==> config.mk <==
export PLATFORM = sky130hd
export DESIGN_NAME = frame_timing_generator
export DESIGN_NICKNAME = d
export VERILOG_FILES = /design/src/inc/frame_timing_pkg.sv /design/src/fall_detect.sv /design/src/frame_timing_generator.sv
export SDC_FILE = /design/constraint.sdc
export NUM_CORES = 1
export LEC_CHECK = 0
export BUFFER_PORTS_ARGS = -buffer_cell sky130_fd_sc_hd__buf_2
export CAP_MARGIN = 20
export CORE_UTILIZATION = 55
export DETAILED_ROUTE_END_ITERATION = 12
export PLACE_DENSITY_LB_ADDON = 0.15
export SYNTH_ARGS = -nofsm -noshare
export SYNTH_HDL_FRONTEND = slang
export SYNTH_SLANG_ARGS = --single-unit
==> constraint.sdc <==
create_clock -name i_clk -period 3.8 [get_ports i_clk]
set_clock_uncertainty 0.15 [all_clocks]
set_input_delay 0 -clock i_clk [delete_from_list [all_inputs] [get_ports i_clk]]
set_output_delay 0 -clock i_clk [all_outputs]
set_load 0.01 [all_outputs]
==> src/inc/frame_timing_pkg.sv <==
package frame_timing_pkg;
  // Master counter geometry: one 125 us frame of master clock cycles
  localparam int          CNT_W            = 11;
  localparam int          FRAME_CYCLES     = 2048;
  localparam logic [10:0] CNT_LAST         = 11'h7ff;
  localparam logic [10:0] CNT_ZERO         = 11'h000;
  localparam logic [10:0] CNT_STEP         = 11'h001;
  // Data-memory pulse toggles this many cycles after the counter origin
  localparam int          DFP_TOGGLE_DELAY = 64;
  localparam logic [10:0] DFP_TOGGLE_CNT   = 11'(DFP_TOGGLE_DELAY - 1);
  // Regenerated frame pulse spans counts 2046..2047,0..1 (one 4 MHz period)
  localparam logic [10:0] FP_START_CNT     = 11'h7fe;
  localparam logic [10:0] FP_END_CNT       = 11'h001;
  // Counter bit that forms the derived 4 MHz clock
  localparam int          C4_PHASE_BIT     = 1;
  // Reset values of the outputs
  localparam logic        DFP_RST          = 1'b0;
  localparam logic        FP_N_RST         = 1'b1;
  localparam logic        C4_RST           = 1'b0;
endpackage

==> src/fall_detect.sv <==
`timescale 1ns/1ps
// Registers a level and flags its high-to-low transition
module fall_detect (
  input  wire logic i_clk,
  input  wire logic i_sys_rst,
  input  wire logic i_level,
  output logic      o_fall
);
  logic prev_r;
  logic prev_nxt;

  always_comb begin
    prev_nxt = i_level;
  end

  always_ff @(posedge i_clk or posedge i_sys_rst) begin
    if (i_sys_rst) begin
      prev_r <= 1'b1;
    end else begin
      prev_r <= prev_nxt;
    end
  end

  assign o_fall = prev_r & ~i_level;
endmodule

==> src/frame_timing_generator.sv <==
`timescale 1ns/1ps
// Overview of operation
// - Frame boundary is first 4 MHz clock fall after incoming frame pulse falls.
// - Data-memory pulse toggles 64 cycles after boundary, 65 with clock delay.
// - Data-memory pulse changes state once per frame, giving 4 kHz.
// - Two data-memory pulse outputs, always complementary, switching together.
// - Regenerated active-low 8 kHz frame pulse, retimed to the master clock.
// - Regenerated frame pulse edges align with derived 4 MHz clock edges.
// - Counter resets at boundary, or one master cycle later with clock delay.
// - Derived 4 MHz clock falls in the middle of regenerated frame pulse.
module frame_timing_generator (
  input  wire logic i_clk,
  input  wire logic i_sys_rst,
  input  wire logic i_sync_clock_4m_in,
  input  wire logic i_system_frame_pulse_in_n,
  input  wire logic i_clock_delay_select,
  output logic      o_data_memory_frame_pulse,
  output logic      o_data_memory_frame_pulse_n,
  output logic      o_regenerated_frame_pulse_out_n,
  output logic      o_derived_clock_4m_out
);
  logic                                  c4_fall;
  logic                                  fp_fall;
  logic                                  boundary;
  logic                                  reset_req;
  logic                                  realign;
  logic                                  pend_r;
  logic                                  pend_nxt;
  logic                                  bnd_d1_r;
  logic                                  bnd_d1_nxt;
  logic [frame_timing_pkg::CNT_W-1:0]    cnt_r;
  logic [frame_timing_pkg::CNT_W-1:0]    cnt_nxt;
  logic                                  dfp_r;
  logic                                  dfp_nxt;
  logic                                  dfp_n_r;
  logic                                  dfp_n_nxt;
  logic                                  fp_n_r;
  logic                                  fp_n_nxt;
  logic                                  c4_r;
  logic                                  c4_nxt;

  fall_detect u_c4_fall (
    .i_clk     (i_clk),
    .i_sys_rst (i_sys_rst),
    .i_level   (i_sync_clock_4m_in),
    .o_fall    (c4_fall)
  );

  fall_detect u_fp_fall (
    .i_clk     (i_clk),
    .i_sys_rst (i_sys_rst),
    .i_level   (i_system_frame_pulse_in_n),
    .o_fall    (fp_fall)
  );

  // Boundary detection: arm on frame pulse fall, fire on next 4 MHz fall
  always_comb begin
    boundary   = c4_fall & pend_r;
    pend_nxt   = pend_r;
    if (boundary) begin
      pend_nxt = 1'b0;
    end
    if (fp_fall) begin
      pend_nxt = 1'b1;
    end
    bnd_d1_nxt = boundary;
  end

  always_ff @(posedge i_clk or posedge i_sys_rst) begin
    if (i_sys_rst) begin
      pend_r   <= 1'b0;
      bnd_d1_r <= 1'b0;
    end else begin
      pend_r   <= pend_nxt;
      bnd_d1_r <= bnd_d1_nxt;
    end
  end

  // Master counter, realigned at every boundary
  always_comb begin
    reset_req = i_clock_delay_select ? bnd_d1_r : boundary;
    realign   = reset_req && (cnt_r != frame_timing_pkg::CNT_LAST);
    if (reset_req) begin
      cnt_nxt = frame_timing_pkg::CNT_ZERO;
    end else begin
      cnt_nxt = cnt_r + frame_timing_pkg::CNT_STEP;
    end
  end

  always_ff @(posedge i_clk or posedge i_sys_rst) begin
    if (i_sys_rst) begin
      cnt_r <= frame_timing_pkg::CNT_ZERO;
    end else begin
      cnt_r <= cnt_nxt;
    end
  end

  // Output decode from the counter, registered
  always_comb begin
    dfp_nxt = dfp_r;
    if (cnt_r == frame_timing_pkg::DFP_TOGGLE_CNT) begin
      dfp_nxt = ~dfp_r;
    end
    dfp_n_nxt = ~dfp_nxt;
    fp_n_nxt  = ~((cnt_nxt >= frame_timing_pkg::FP_START_CNT) ||
                  (cnt_nxt <= frame_timing_pkg::FP_END_CNT));
    c4_nxt    = cnt_nxt[frame_timing_pkg::C4_PHASE_BIT];
  end

  always_ff @(posedge i_clk or posedge i_sys_rst) begin
    if (i_sys_rst) begin
      dfp_r   <= frame_timing_pkg::DFP_RST;
      dfp_n_r <= ~frame_timing_pkg::DFP_RST;
      fp_n_r  <= frame_timing_pkg::FP_N_RST;
      c4_r    <= frame_timing_pkg::C4_RST;
    end else begin
      dfp_r   <= dfp_nxt;
      dfp_n_r <= dfp_n_nxt;
      fp_n_r  <= fp_n_nxt;
      c4_r    <= c4_nxt;
    end
  end

  assign o_data_memory_frame_pulse       = dfp_r;
  assign o_data_memory_frame_pulse_n     = dfp_n_r;
  assign o_regenerated_frame_pulse_out_n = fp_n_r;
  assign o_derived_clock_4m_out          = c4_r;

  AST_BOUNDARY_CAUSE: assert property (
    @(posedge i_clk) disable iff (i_sys_rst)
    boundary |-> (c4_fall && $past(pend_r || fp_fall)))
    else $error("Boundary without armed frame pulse");

  AST_DFP_DELAY_0: assert property (
    @(posedge i_clk) disable iff (i_sys_rst)
    (boundary && !i_clock_delay_select) ##1 !i_clock_delay_select
    |-> ##64 (o_data_memory_frame_pulse != $past(o_data_memory_frame_pulse)))
    else $error("Data-memory pulse not toggled 64 cycles after boundary");

  AST_DFP_DELAY_1: assert property (
    @(posedge i_clk) disable iff (i_sys_rst)
    (boundary && i_clock_delay_select) ##1 i_clock_delay_select
    |-> ##65 (o_data_memory_frame_pulse != $past(o_data_memory_frame_pulse)))
    else $error("Data-memory pulse not toggled 65 cycles after boundary");

  AST_DFP_ONCE: assert property (
    @(posedge i_clk) disable iff (i_sys_rst)
    (o_data_memory_frame_pulse != $past(o_data_memory_frame_pulse))
    |-> ($past(cnt_r) == frame_timing_pkg::DFP_TOGGLE_CNT))
    else $error("Data-memory pulse toggled at wrong count");

  AST_DFP_PAIR: assert property (
    @(posedge i_clk) disable iff (i_sys_rst)
    o_data_memory_frame_pulse != o_data_memory_frame_pulse_n)
    else $error("Data-memory pulse pair not complementary");

  AST_FP_START: assert property (
    @(posedge i_clk) disable iff (i_sys_rst)
    ($fell(o_regenerated_frame_pulse_out_n) && !$past(realign) && !$past(i_sys_rst, 2))
    |-> (cnt_r == frame_timing_pkg::FP_START_CNT))
    else $error("Frame pulse started at wrong count");

  AST_FP_C4_ALIGN: assert property (
    @(posedge i_clk) disable iff (i_sys_rst)
    ($fell(o_regenerated_frame_pulse_out_n) && !$past(realign) && !$past(i_sys_rst, 2))
    |-> $rose(o_derived_clock_4m_out))
    else $error("Frame pulse not aligned to 4 MHz clock");

  AST_CNT_RESET: assert property (
    @(posedge i_clk) disable iff (i_sys_rst)
    (boundary && !i_clock_delay_select) |=> (cnt_r == frame_timing_pkg::CNT_ZERO))
    else $error("Counter not reset after boundary");

  AST_C4_MID: assert property (
    @(posedge i_clk) disable iff (i_sys_rst)
    ($fell(o_derived_clock_4m_out) && !o_regenerated_frame_pulse_out_n && !$past(realign))
    |-> (!$past(o_regenerated_frame_pulse_out_n, 2) && $past(o_regenerated_frame_pulse_out_n, 3)))
    else $error("4 MHz clock fall not centred in frame pulse");

  AST_CNT_WRAP: assert property (
    @(posedge i_clk) disable iff (i_sys_rst)
    (cnt_r == frame_timing_pkg::CNT_LAST) |=> (cnt_r == frame_timing_pkg::CNT_ZERO))
    else $error("Counter did not wrap after 2048 cycles");

  AST_CNT_RESET_DLY: assert property (
    @(posedge i_clk) disable iff (i_sys_rst)
    (boundary && i_clock_delay_select) ##1 i_clock_delay_select |=> (cnt_r == 11'h000))
    else $error("Counter not reset one cycle after boundary");

  AST_PEND_CLEAR: assert property (
    @(posedge i_clk) disable iff (i_sys_rst)
    (boundary && !fp_fall) |=> !pend_r)
    else $error("Frame pulse still armed after boundary");

  AST_DFP_AT_COUNT: assert property (
    @(posedge i_clk) disable iff (i_sys_rst)
    ($past(cnt_r) == frame_timing_pkg::DFP_TOGGLE_CNT) |-> $changed(o_data_memory_frame_pulse))
    else $error("Data-memory pulse missed its toggle count");

  AST_DFP_N_SAME: assert property (
    @(posedge i_clk) disable iff (i_sys_rst)
    $changed(o_data_memory_frame_pulse) |-> $changed(o_data_memory_frame_pulse_n))
    else $error("Data-memory pulse pair did not switch together");

  AST_FP_END: assert property (
    @(posedge i_clk) disable iff (i_sys_rst)
    $rose(o_regenerated_frame_pulse_out_n) |-> (cnt_r == 11'h002))
    else $error("Frame pulse ended at wrong count");

  AST_FP_C4_ALIGN_END: assert property (
    @(posedge i_clk) disable iff (i_sys_rst)
    $rose(o_regenerated_frame_pulse_out_n) |-> $rose(o_derived_clock_4m_out))
    else $error("Frame pulse end not aligned to 4 MHz clock");

  AST_C4_DECODE: assert property (
    @(posedge i_clk) disable iff (i_sys_rst)
    o_derived_clock_4m_out == cnt_r[frame_timing_pkg::C4_PHASE_BIT])
    else $error("4 MHz clock not decoded from counter");

  AST_CNT_STEP: assert property (
    @(posedge i_clk) disable iff (i_sys_rst)
    (!$past(reset_req) && !$past(i_sys_rst))
    |-> (cnt_r == $past(cnt_r) + frame_timing_pkg::CNT_STEP))
    else $error("Counter did not advance by one");
endmodule

## Yosys cells after proc, flatten, opt, wreduce, memory -nomap -nowiden

Cells that the tools add are included.

- Register bits after elaboration: 19
- Input port bits: 5

- Add/subtract/negate cells: 1
- $lt $le $gt $ge: 2
- Equal/unequal tests: 1
- Muxes and demuxes: 5
- Bitwise logic cells: 8
- Reductions and logical operators: 2

Operators by type and width:

| cell | count |
|---|---|
| $add A11 B1 Y11 const B | 1 |
| $eq A11 B6 Y1 const B | 1 |
| $ge A11 B11 Y1 const B | 1 |
| $le A11 B1 Y1 const B | 1 |
| $mux W11 | 1 |
| $not A1 Y1 | 5 |
| $mux W1 | 4 |
| $and A1 B1 Y1 | 3 |
| $reduce_bool A2 Y1 | 1 |
| $logic_or A1 B1 Y1 | 1 |

## Depth between registers and ports, before layout

Gate-level depths: netlist of the first run.

- Depth after elaboration: 8
- Mapped depth: 6
- Gate-level depth less buffers: 6

## Hierarchy

Synthesis of the first run repeated with hierarchy kept, for this count alone.

- Cell total of the unflattened synthesis: 109
- Area total of the unflattened synthesis: 1039.7 sq um

By module, submodules not included:

| module | instances | cells an instance | area each (sq um) | seq. area each (sq um) |
|---|---|---|---|---|
| frame_timing_generator | 1 | 103 | 952.2 | 402.9 |
| fall_detect | 2 | 3 | 43.8 | 26.3 |

## Worst setup path after synthesis of the first run

No wires, ideal clock.

- Path kind: reg2reg
- Start point: register cnt_r[1] in the netlist's numbering
- End point: register fp_n_r, in the netlist o_regenerated_frame_pulse_out_n
- Data arrival time: 1.639 ns
- Data required time: 3.577 ns
- Slack: 1.938 ns
- Stages on the path, launching flop included: 7
- Path buffers: 0
- Clock period less this slack: 1.862 ns
- Path through: dfrtp_1 ha_1 nand4_1 or4_1 a21oi_1 nor4_1 a21oi_1

- Longest elaborated chain between the ends: 5
- Elaborated cells on any way between the ends: 6
- Classes of those cells: add/sub (1); order compare (2); mux (1); bitwise (1); reduce/logical (1)

Ends and longest elaborated chain:

| item | RTL line | text |
|---|---|---|
| start: declaration | frame_timing_generator.sv:31 | `logic [frame_timing_pkg::CNT_W-1:0] cnt_r;` |
| start signal: assignment | frame_timing_generator.sv:92 | `cnt_r <= frame_timing_pkg::CNT_ZERO;` |
| start signal: assignment | frame_timing_generator.sv:94 | `cnt_r <= cnt_nxt;` |
| $add A11 B1 Y11 * | frame_timing_generator.sv:86 | `cnt_nxt = cnt_r + frame_timing_pkg::CNT_STEP;` |
| $mux W11 * | frame_timing_generator.sv:83 | `if (reset_req) begin` |
| net cnt_nxt, one bit | frame_timing_generator.sv:32 | `logic [frame_timing_pkg::CNT_W-1:0] cnt_nxt;` |
| $ge A11 B11 Y1 / $le A11 B1 Y1 (equally long branches) | frame_timing_generator.sv:105, frame_timing_generator.sv:106 |  |
| $logic_or A1 B1 Y1 * | frame_timing_generator.sv:105 | `fp_n_nxt = ~((cnt_nxt >= frame_timing_pkg::FP_START_CNT) \|\|` |
| $not A1 Y1 * | frame_timing_generator.sv:105 |  |
| net fp_n_nxt | frame_timing_generator.sv:38 | `logic fp_n_nxt;` |
| end signal: assignment | frame_timing_generator.sv:114 | `fp_n_r <= frame_timing_pkg::FP_N_RST;` |
| end signal: assignment | frame_timing_generator.sv:119 | `fp_n_r <= fp_n_nxt;` |
| end: declaration | frame_timing_generator.sv:37 | `logic fp_n_r;` |

The timed path passes the listed nets; every way through them passes the cells marked *.
A chain may end at the register's enable or synchronous reset.

## Worst setup path after layout of the first run

- Start point: register cnt_r[0] in the netlist's numbering
- End point: register fp_n_r, in the netlist o_regenerated_frame_pulse_out_n

The elaborated chain is that of the path after synthesis.

==> impl_metrics.env, run 1 <==
export IMPL_status="completed"
export IMPL_crit_path_end_kind="flip-flop"
export IMPL_grt_use_total_pct=23.0
export IMPL_synth_area_um2=877
export IMPL_whs_path_depth=3
export IMPL_fmax_ghz=0.463
export IMPL_multi_input_area_um2=363
export IMPL_tns_ns=0
export IMPL_cp_top_family="simple AND/OR/NAND/NOR gates"
export IMPL_gp_congestion=0.869
export IMPL_path_clk_slew_ns=0.11
export IMPL_area_growth_pct=10.7
export IMPL_yosysTopAreaCell="dfrtp_1"
export IMPL_fill_cells=113
export IMPL_cts_buffer_depth=2
export IMPL_io_pins=9
export IMPL_start_util_pct=58.9
export IMPL_post_route_cells_drive_above_1_share_pct=19.8
export IMPL_power_uw=526
export IMPL_cp_depth=6
export IMPL_cp_cell_sequence="ha_1, nand4_1, or4_1, a21oi_1, nor4_1, a21oi_1"
export IMPL_path_buf_inv=0
export IMPL_fin_crit_sh_pct=56.8
export IMPL_drtIter0Drc=23
export IMPL_max_slew_margin_rel_pct=55.8
export IMPL_fp_dieW_um=41.9
export IMPL_seq_area_um2=455
export IMPL_cts_htree_levels=1
export IMPL_synth_area_per_cell_um2=10.3
export IMPL_worst_path_max_delay_cell="or4_1"
export IMPL_ff2ff_path_depth=6
export IMPL_crit_path_frequent_cell="a21oi_1"
export IMPL_insertion_delay_ns=0.30
export IMPL_core_area_um2=1490
export IMPL_start_kind="flip-flop"
export IMPL_arrival_ns=2.23
export IMPL_dieHeight_um=41.9
export IMPL_slew_violations=0
export IMPL_setup_viol=0
export IMPL_overflow=0
export IMPL_ys_ff_latch=18
export IMPL_antenna_cells=0
export IMPL_std_cell_rows=14
export IMPL_p_per_area_nw_per_um2=541
export IMPL_hold_class="input pin to flip-flop"
export IMPL_synthCells=85
export IMPL_antenna_found_initial=0
export IMPL_finalHoldWorstSlack_ns=0.0394
export IMPL_final_antenna_net_count=0
export IMPL_worstPathMaxFanout=6
export IMPL_port_buffers=8
export IMPL_tritoncts="done"
export IMPL_vdd_drop_max_v=0.000397
export IMPL_yosys_top_cells_area="dfrtp_1 40%, dfstp_2 12%, nor2_1 3.4%"
export IMPL_dieArea_um2=1760
export IMPL_wl_per_cell_um=16.1
export IMPL_synth_seq_area_share_pct=51.9
export IMPL_dr_total_vias=714
export IMPL_crit_type="flip-flop to flip-flop"
export IMPL_grt_max_degree=19
export IMPL_wl_um=1800
export IMPL_hold_viol=0
export IMPL_synthDistinctLibCells=29
export IMPL_slowest_delay_ns=0.51
export IMPL_fin_crit_ns=2.16
export IMPL_detail_route_first_pass_iterations=4
export IMPL_clock_sinks=18
export IMPL_rsz0062_at_grt="false"
export IMPL_yosysTopAreaCellShare_pct=39.9
export IMPL_grt_pass1_vias=660
export IMPL_yosysWarnings=0
export IMPL_grt_pass1_wl_um=2960
export IMPL_cts_buffers=3
export IMPL_maxCapViolations=0
export IMPL_vias_per_cell=6.38
export IMPL_cts_root_buffer="clkbuf_4"
export IMPL_required_ns=3.87
export IMPL_total_leakage_power_nw=0.423
export IMPL_tightest_slew_ns=0.662
export IMPL_place_hpwl_um=1170
export IMPL_drc=0
export IMPL_syn_nets=91
export IMPL_layout_nets=103
==> per-layer routing <==
| layer | up-vias | wire length, um | GRT usage [%] |
|---|---|---|---|
| li1 | 327 | - | - |
| met1 | 339 | 759 | 32.2 |
| met2 | 39 | 841 | 33.4 |
| met3 | 9 | 140 | 4.35 |
| met4 | 0 | 61 | 12.9 |
| met5 | - | 0 | 0 |
==> final cells by class <==
cell class                      instances  share of cell area (%)
Sequential cell                        18                    46.9
Multi-Input combinational cell         56                    37.4
Timing Repair Buffer                   11                    7.22
Clock buffer                            4                    3.74
Inverter                                7                    2.71
Tap cell                               16                    2.06
==> repair_timing <==
item	CTS	global route
resized for setup	0	0
hold endpoints to repair	18	0
buffers inserted	0	0
hold buffers	3	0
==> placed cells by master (no fill, tap or decap), types with 4 or more instances in the layout <==
cell	count
buf_2	8
dfrtp_1	14
nand3_1	4
nand4_1	4
dfstp_2	4
nor2_1	8
inv_1	7
a21oi_1	5
==> registers in the layout, indices dropped and copies added, names as in the netlist <==
register	count
u_c4_fall.prev_r	1
cnt_r	11
u_fp_fall.prev_r	1
pend_r	1
o_regenerated_frame_pulse_out_n	1
o_data_memory_frame_pulse_n	1
o_data_memory_frame_pulse	1
bnd_d1_r	1
==> report_power, final <==
part	internal (mW)	switching (mW)	total, mW
clock network	0.0585	0.0615	0.120
logic	0.0607	0.0793	0.140
registers	0.226	0.0398	0.266
total	0.345	0.181	0.526
==> per-stage QoR <==
step | util [%] | std cells | area [um^2] | setup WS (ns)
floorplan | - | 85 | 877 | 1.94
global placement | 60.8 | 105 | 905 | 1.83
detailed placement | 60.8 | 105 | 905 | 1.75
CTS | 65.2 | 112 | 971 | 1.67
global route | 65.2 | 112 | 971 | 1.55
finish | 65.2 | 112 | 971 | 1.64
==> worst register-to-register path, cell delays in order (launching register included) <==
cell and delay, ns:
dfrtp_1 0.42, ha_1 0.29, nand4_1 0.20, or4_1 0.51
a21oi_1 0.21, nor4_1 0.09, a21oi_1 0.21
==> synthesized netlist by cell type <==
master / instances
and4_1: 2
nand4_1: 4
o31ai_1: 3
nand2_1: 2
nand3_1: 4
xnor2_1: 2
nor2_1: 8
nor3_1: 2
a2bb2oi_1: 1
and3b_1: 1
a21o_1: 1
or3_1: 1
dfrtp_1: 14
xor2_1: 3
o21a_2: 1
dfstp_2: 4
nand3_2: 1
a41o_1: 1
mux2_2: 1
a21oi_1: 5
or4_1: 3
ha_1: 1
and2_1: 2
o21ai_0: 3
nor4_1: 3
inv_1: 7
a31o_1: 1
buf_2: 2
buf_6: 2
==> path summary, 6_finish.rpt <==
path                            slack, ns                              end                       from
worst max register to register       1.64  o_regenerated_frame_pulse_out_n                   cnt_r[0]
worst min register to register       0.35        o_data_memory_frame_pulse  o_data_memory_frame_pulse
max in group asynchronous            2.90                           pend_r                  i_sys_rst
worst min-delay path                 0.04                         cnt_r[1]       i_clock_delay_select
min in group asynchronous            0.17                         cnt_r[0]                  i_sys_rst
worst max-delay path                 1.64  o_regenerated_frame_pulse_out_n                   cnt_r[0]
==> cell families after synthesis <==
logic type	Yosys count	synth area share (%)
buf+inv	11	6.71
simple gates	33	21.5
xor+xnor	5	4.99
mux	1	1.28
fa+ha+maj	1	1.43
flops	18	51.9
compound gates	16	12.1
(Power assumes the default switching activity.)
==> run 2, diff against run 1 <==
--- a/config.mk
+++ b/config.mk
@@ -5,6 +5,7 @@
 export SDC_FILE = /design/constraint.sdc
 export NUM_CORES = 1
 export LEC_CHECK = 0
+export ABC_AREA = 1
 export BUFFER_PORTS_ARGS = -buffer_cell sky130_fd_sc_hd__buf_2
 export CAP_MARGIN = 20
 export CORE_UTILIZATION = 55
==> constraint.sdc (replaced) <==
create_clock -name i_clk -period 2.2 [get_ports i_clk]
set_clock_uncertainty 0.15 [all_clocks]
set_input_delay 0 -clock i_clk [delete_from_list [all_inputs] [get_ports i_clk]]
set_output_delay 0 -clock i_clk [all_outputs]
set_load 0.01 [all_outputs]
==> run 2 against run 1 <==
Compared with the run above:
- global-route usage rose by 0.18 points
- highest routed layer unchanged
- critical path depth rose by 4
- largest power group unchanged
- critical endpoint unchanged
- die area rose by 14%
- critical path type unchanged
- count of clock-buffer cells in the layout did not move
==> impl_metrics.env, run 2 <==
export IMPL_rsz0062_at_grt="false"
export IMPL_crit_type="flip-flop to flip-flop"
export IMPL_synthDistinctLibCells=24
export IMPL_drc=0
export IMPL_yosysMostFrequentCell="nand2_1"
export IMPL_layout_nets=150
export IMPL_syn_nets=133
export IMPL_tns_ns=0
export IMPL_synthArstFlopShare_pct=100
export IMPL_yosysWarnings=0
export IMPL_wl_met3_um=74
export IMPL_hold_viol=0
export IMPL_fin_crit_sh_pct=81.9
export IMPL_wl_um=1940
export IMPL_pwr_share_clk_pct=21.1
export IMPL_p_switching_uw=357
export IMPL_dr_total_vias=825
export IMPL_slew_violations=0
export IMPL_total_leakage_power_nw=0.589
export IMPL_synth_area_per_cell_um2=7.94
export IMPL_fin_util_pct=67.0
export IMPL_dieArea_um2=2010
export IMPL_arrival_ns=1.88
export IMPL_core_area_um2=1730
export IMPL_fp_dieW_um=44.8
export IMPL_fill_cells=159
export IMPL_power_uw=954
export IMPL_largest_register_ffs=11
export IMPL_pwr_share_seq_pct=48.6
export IMPL_vias_per_cell=4.91
export IMPL_antenna_cells=0
export IMPL_post_route_cells_drive_above_1_share_pct=25.9
export IMPL_final_common_cell="nand2_1"
export IMPL_worst_path_max_delay_cell="dfrtp_1"
export IMPL_highest_layer="met4"
export IMPL_cp_top_family="simple AND/OR/NAND/NOR gates"
export IMPL_yosys_top_cells_area="dfrtp_1 35%, dfstp_2 10%, nand2_1 10%"
export IMPL_max_slew_margin_rel_pct=55.1
export IMPL_tritoncts="done"
export IMPL_synth_area_um2=1010
export IMPL_grt_pass1_wl_um=3300
export IMPL_swShare_pct=37.4
export IMPL_ff2ff_path_depth=10
export IMPL_path_buf_inv=1
export IMPL_grt_max_degree=19
export IMPL_cp_cell_sequence="ha_1, nand2_2, nand2_1, inv_1, o21ai_0, nand2_1, nor2_1, nand2_1, nor2_1, nor2_1"
export IMPL_crit_path_end_kind="flip-flop"
export IMPL_r2r_end="o_regenerated_frame_pulse_out_n"
export IMPL_grt_pass1_vias=774
export IMPL_yosysTopAreaCell="dfrtp_1"
export IMPL_drtIter0Drc=31
export IMPL_wl_met2_um=915
export IMPL_overflow=0
export IMPL_place_hpwl_um=1460
export IMPL_clock_sinks=18
export IMPL_cts_root_buffer="clkbuf_4"
export IMPL_synth_edf_count=0
export IMPL_ys_top_cells_by_count="28 x nand2_1, 21 x inv_1, 14 x dfrtp_1, 14 x nor2_1, 8 x nand3_1"
export IMPL_grt_use_total_pct=23.2
export IMPL_synth_main_ff_cell="dfrtp_1"
export IMPL_cts_buffer_depth=2
export IMPL_p_per_area_nw_per_um2=825
export IMPL_gp_congestion=0.851
export IMPL_synthCells=127
export IMPL_status="completed"
export IMPL_ys_ff_latch=18
export IMPL_layout_common_cells="28 x nand2_1, 21 x inv_1, 14 x nor2_1, 14 x dfrtp_1"
export IMPL_maxCapViolations=0
export IMPL_port_buffers=8
export IMPL_vdd_drop_max_v=0.000835
export IMPL_io_pins=9
export IMPL_start_kind="flip-flop"
export IMPL_std_cell_rows=15
export IMPL_fin_crit_ns=1.80
export IMPL_slowest_delay_ns=0.43
export IMPL_dieHeight_um=44.8
export IMPL_m1WireLength_um=916
export IMPL_power_frac_comb_pct=30.3
export IMPL_detail_route_first_pass_iterations=4
export IMPL_area_growth_pct=14.6
export IMPL_cts_buffers=3
export IMPL_wl_per_cell_um=11.5
export IMPL_setup_viol=0
export IMPL_insertion_delay_ns=0.30
export IMPL_cts_htree_levels=1
export IMPL_antenna_found_initial=0
export IMPL_regMostFlops="cnt_r"
export IMPL_synth_seq_area_share_pct=45.2
export IMPL_required_ns=2.28
export IMPL_fmax_ghz=0.555
export IMPL_start_util_pct=58.4
export IMPL_tightest_slew_ns=0.673
export IMPL_path_clk_slew_ns=0.10
export IMPL_hold_class="input pin to async pin"
export IMPL_worstPathMaxFanout=5
export IMPL_yosysTopAreaCellShare_pct=34.7
export IMPL_final_antenna_net_count=0
export IMPL_timing_rr_start="cnt_r[1]"
export IMPL_r2r_slack_ns=0.40
export IMPL_intPower_uw=598
## run 2: cell types whose count changed in the layout (fill, tap and decap cells not counted), moves of 4 or more
cell / before / now
nand2_1: 2 / 28
inv_1: 7 / 21
nor2_1: 8 / 14
nand3_2: 1 / 6
a21oi_1: 5 / 1
inv_2: 0 / 4
nand2_2: 0 / 4
nand3_1: 4 / 8
## run 2: kinds of logic after synthesis
kind of cell,after synthesis,share of synthesized area [%]
AOI/OAI and AO/OA,7,4.47
xor gates and xnor gates,1,0.869
adders and majority gates,1,1.24
buffers and inverters,25,9.31
DFF,18,45.2
and+or+nand+nor,75,39.0
## run 2: through the flow
stage	instances	worst slack, ns	hold slack (ns)	instance area, um^2
floorplan	127	0.560	-0.214	1010
global placement	160	0.511	-0.0354	1080
detailed placement	160	0.469	-0.0341	1080
CTS	168	0.402	0.201	1160
global route	168	0.293	0.214	1160
finish	168	0.399	0.191	1160
## run 2: repair_timing
item,CTS,global route
hold endpoints to repair,24,0
buffers inserted,0,0
hold buffers,4,0
resized for setup,0,0
## run 2: how the worst max path moves through the flow
stage / from / endpoint / slack [ns] / depth (start not counted)
floorplan: cnt_r[1] / o_data_memory_frame_pulse / 0.56 / 7
global placement: cnt_r[0] / o_data_memory_frame_pulse / 0.51 / 7
detailed placement: cnt_r[0] / o_data_memory_frame_pulse / 0.47 / 7
CTS: cnt_r[0] / o_regenerated_frame_pulse_out_n / 0.40 / 10
global route: cnt_r[1] / o_regenerated_frame_pulse_out_n / 0.29 / 10
finish: cnt_r[1] / o_regenerated_frame_pulse_out_n / 0.40 / 10
## run 2: worst register-to-register path, stage by stage (launching register included)
cell	delay, ns
dfrtp_1	0.43
ha_1	0.27
nand2_2	0.13
nand2_1	0.14
inv_1	0.05
o21ai_0	0.19
nand2_1	0.09
nor2_1	0.10
nand2_1	0.06
nor2_1	0.09
nor2_1	0.05
## run 2: per-layer routing
layer	track usage [%]	vias up
met5	0	-
met4	9.70	0
met3	3.60	5
met2	37.9	17
met1	30.7	379
li1	-	424
## run 2: power groups by stage
stage                     registers (mW)  clock network [mW]  logic, mW
after floorplan                    0.462                   0      0.203
after global placement             0.462                   0      0.271
after detailed placement           0.465                   0      0.276
after CTS                          0.459               0.204      0.288
after global routing               0.476               0.217      0.327
final                              0.463               0.202      0.289
## run 2: final cells by class
type	count	area (um^2)	share of cell area [%]
clock buffer	4	36.3	3.14
tap	25	31.3	2.71
multi-input combinational	84	459	39.7
timing repair buffer	12	80.1	6.93
inverter	25	93.8	8.12
sequential	18	455	39.4
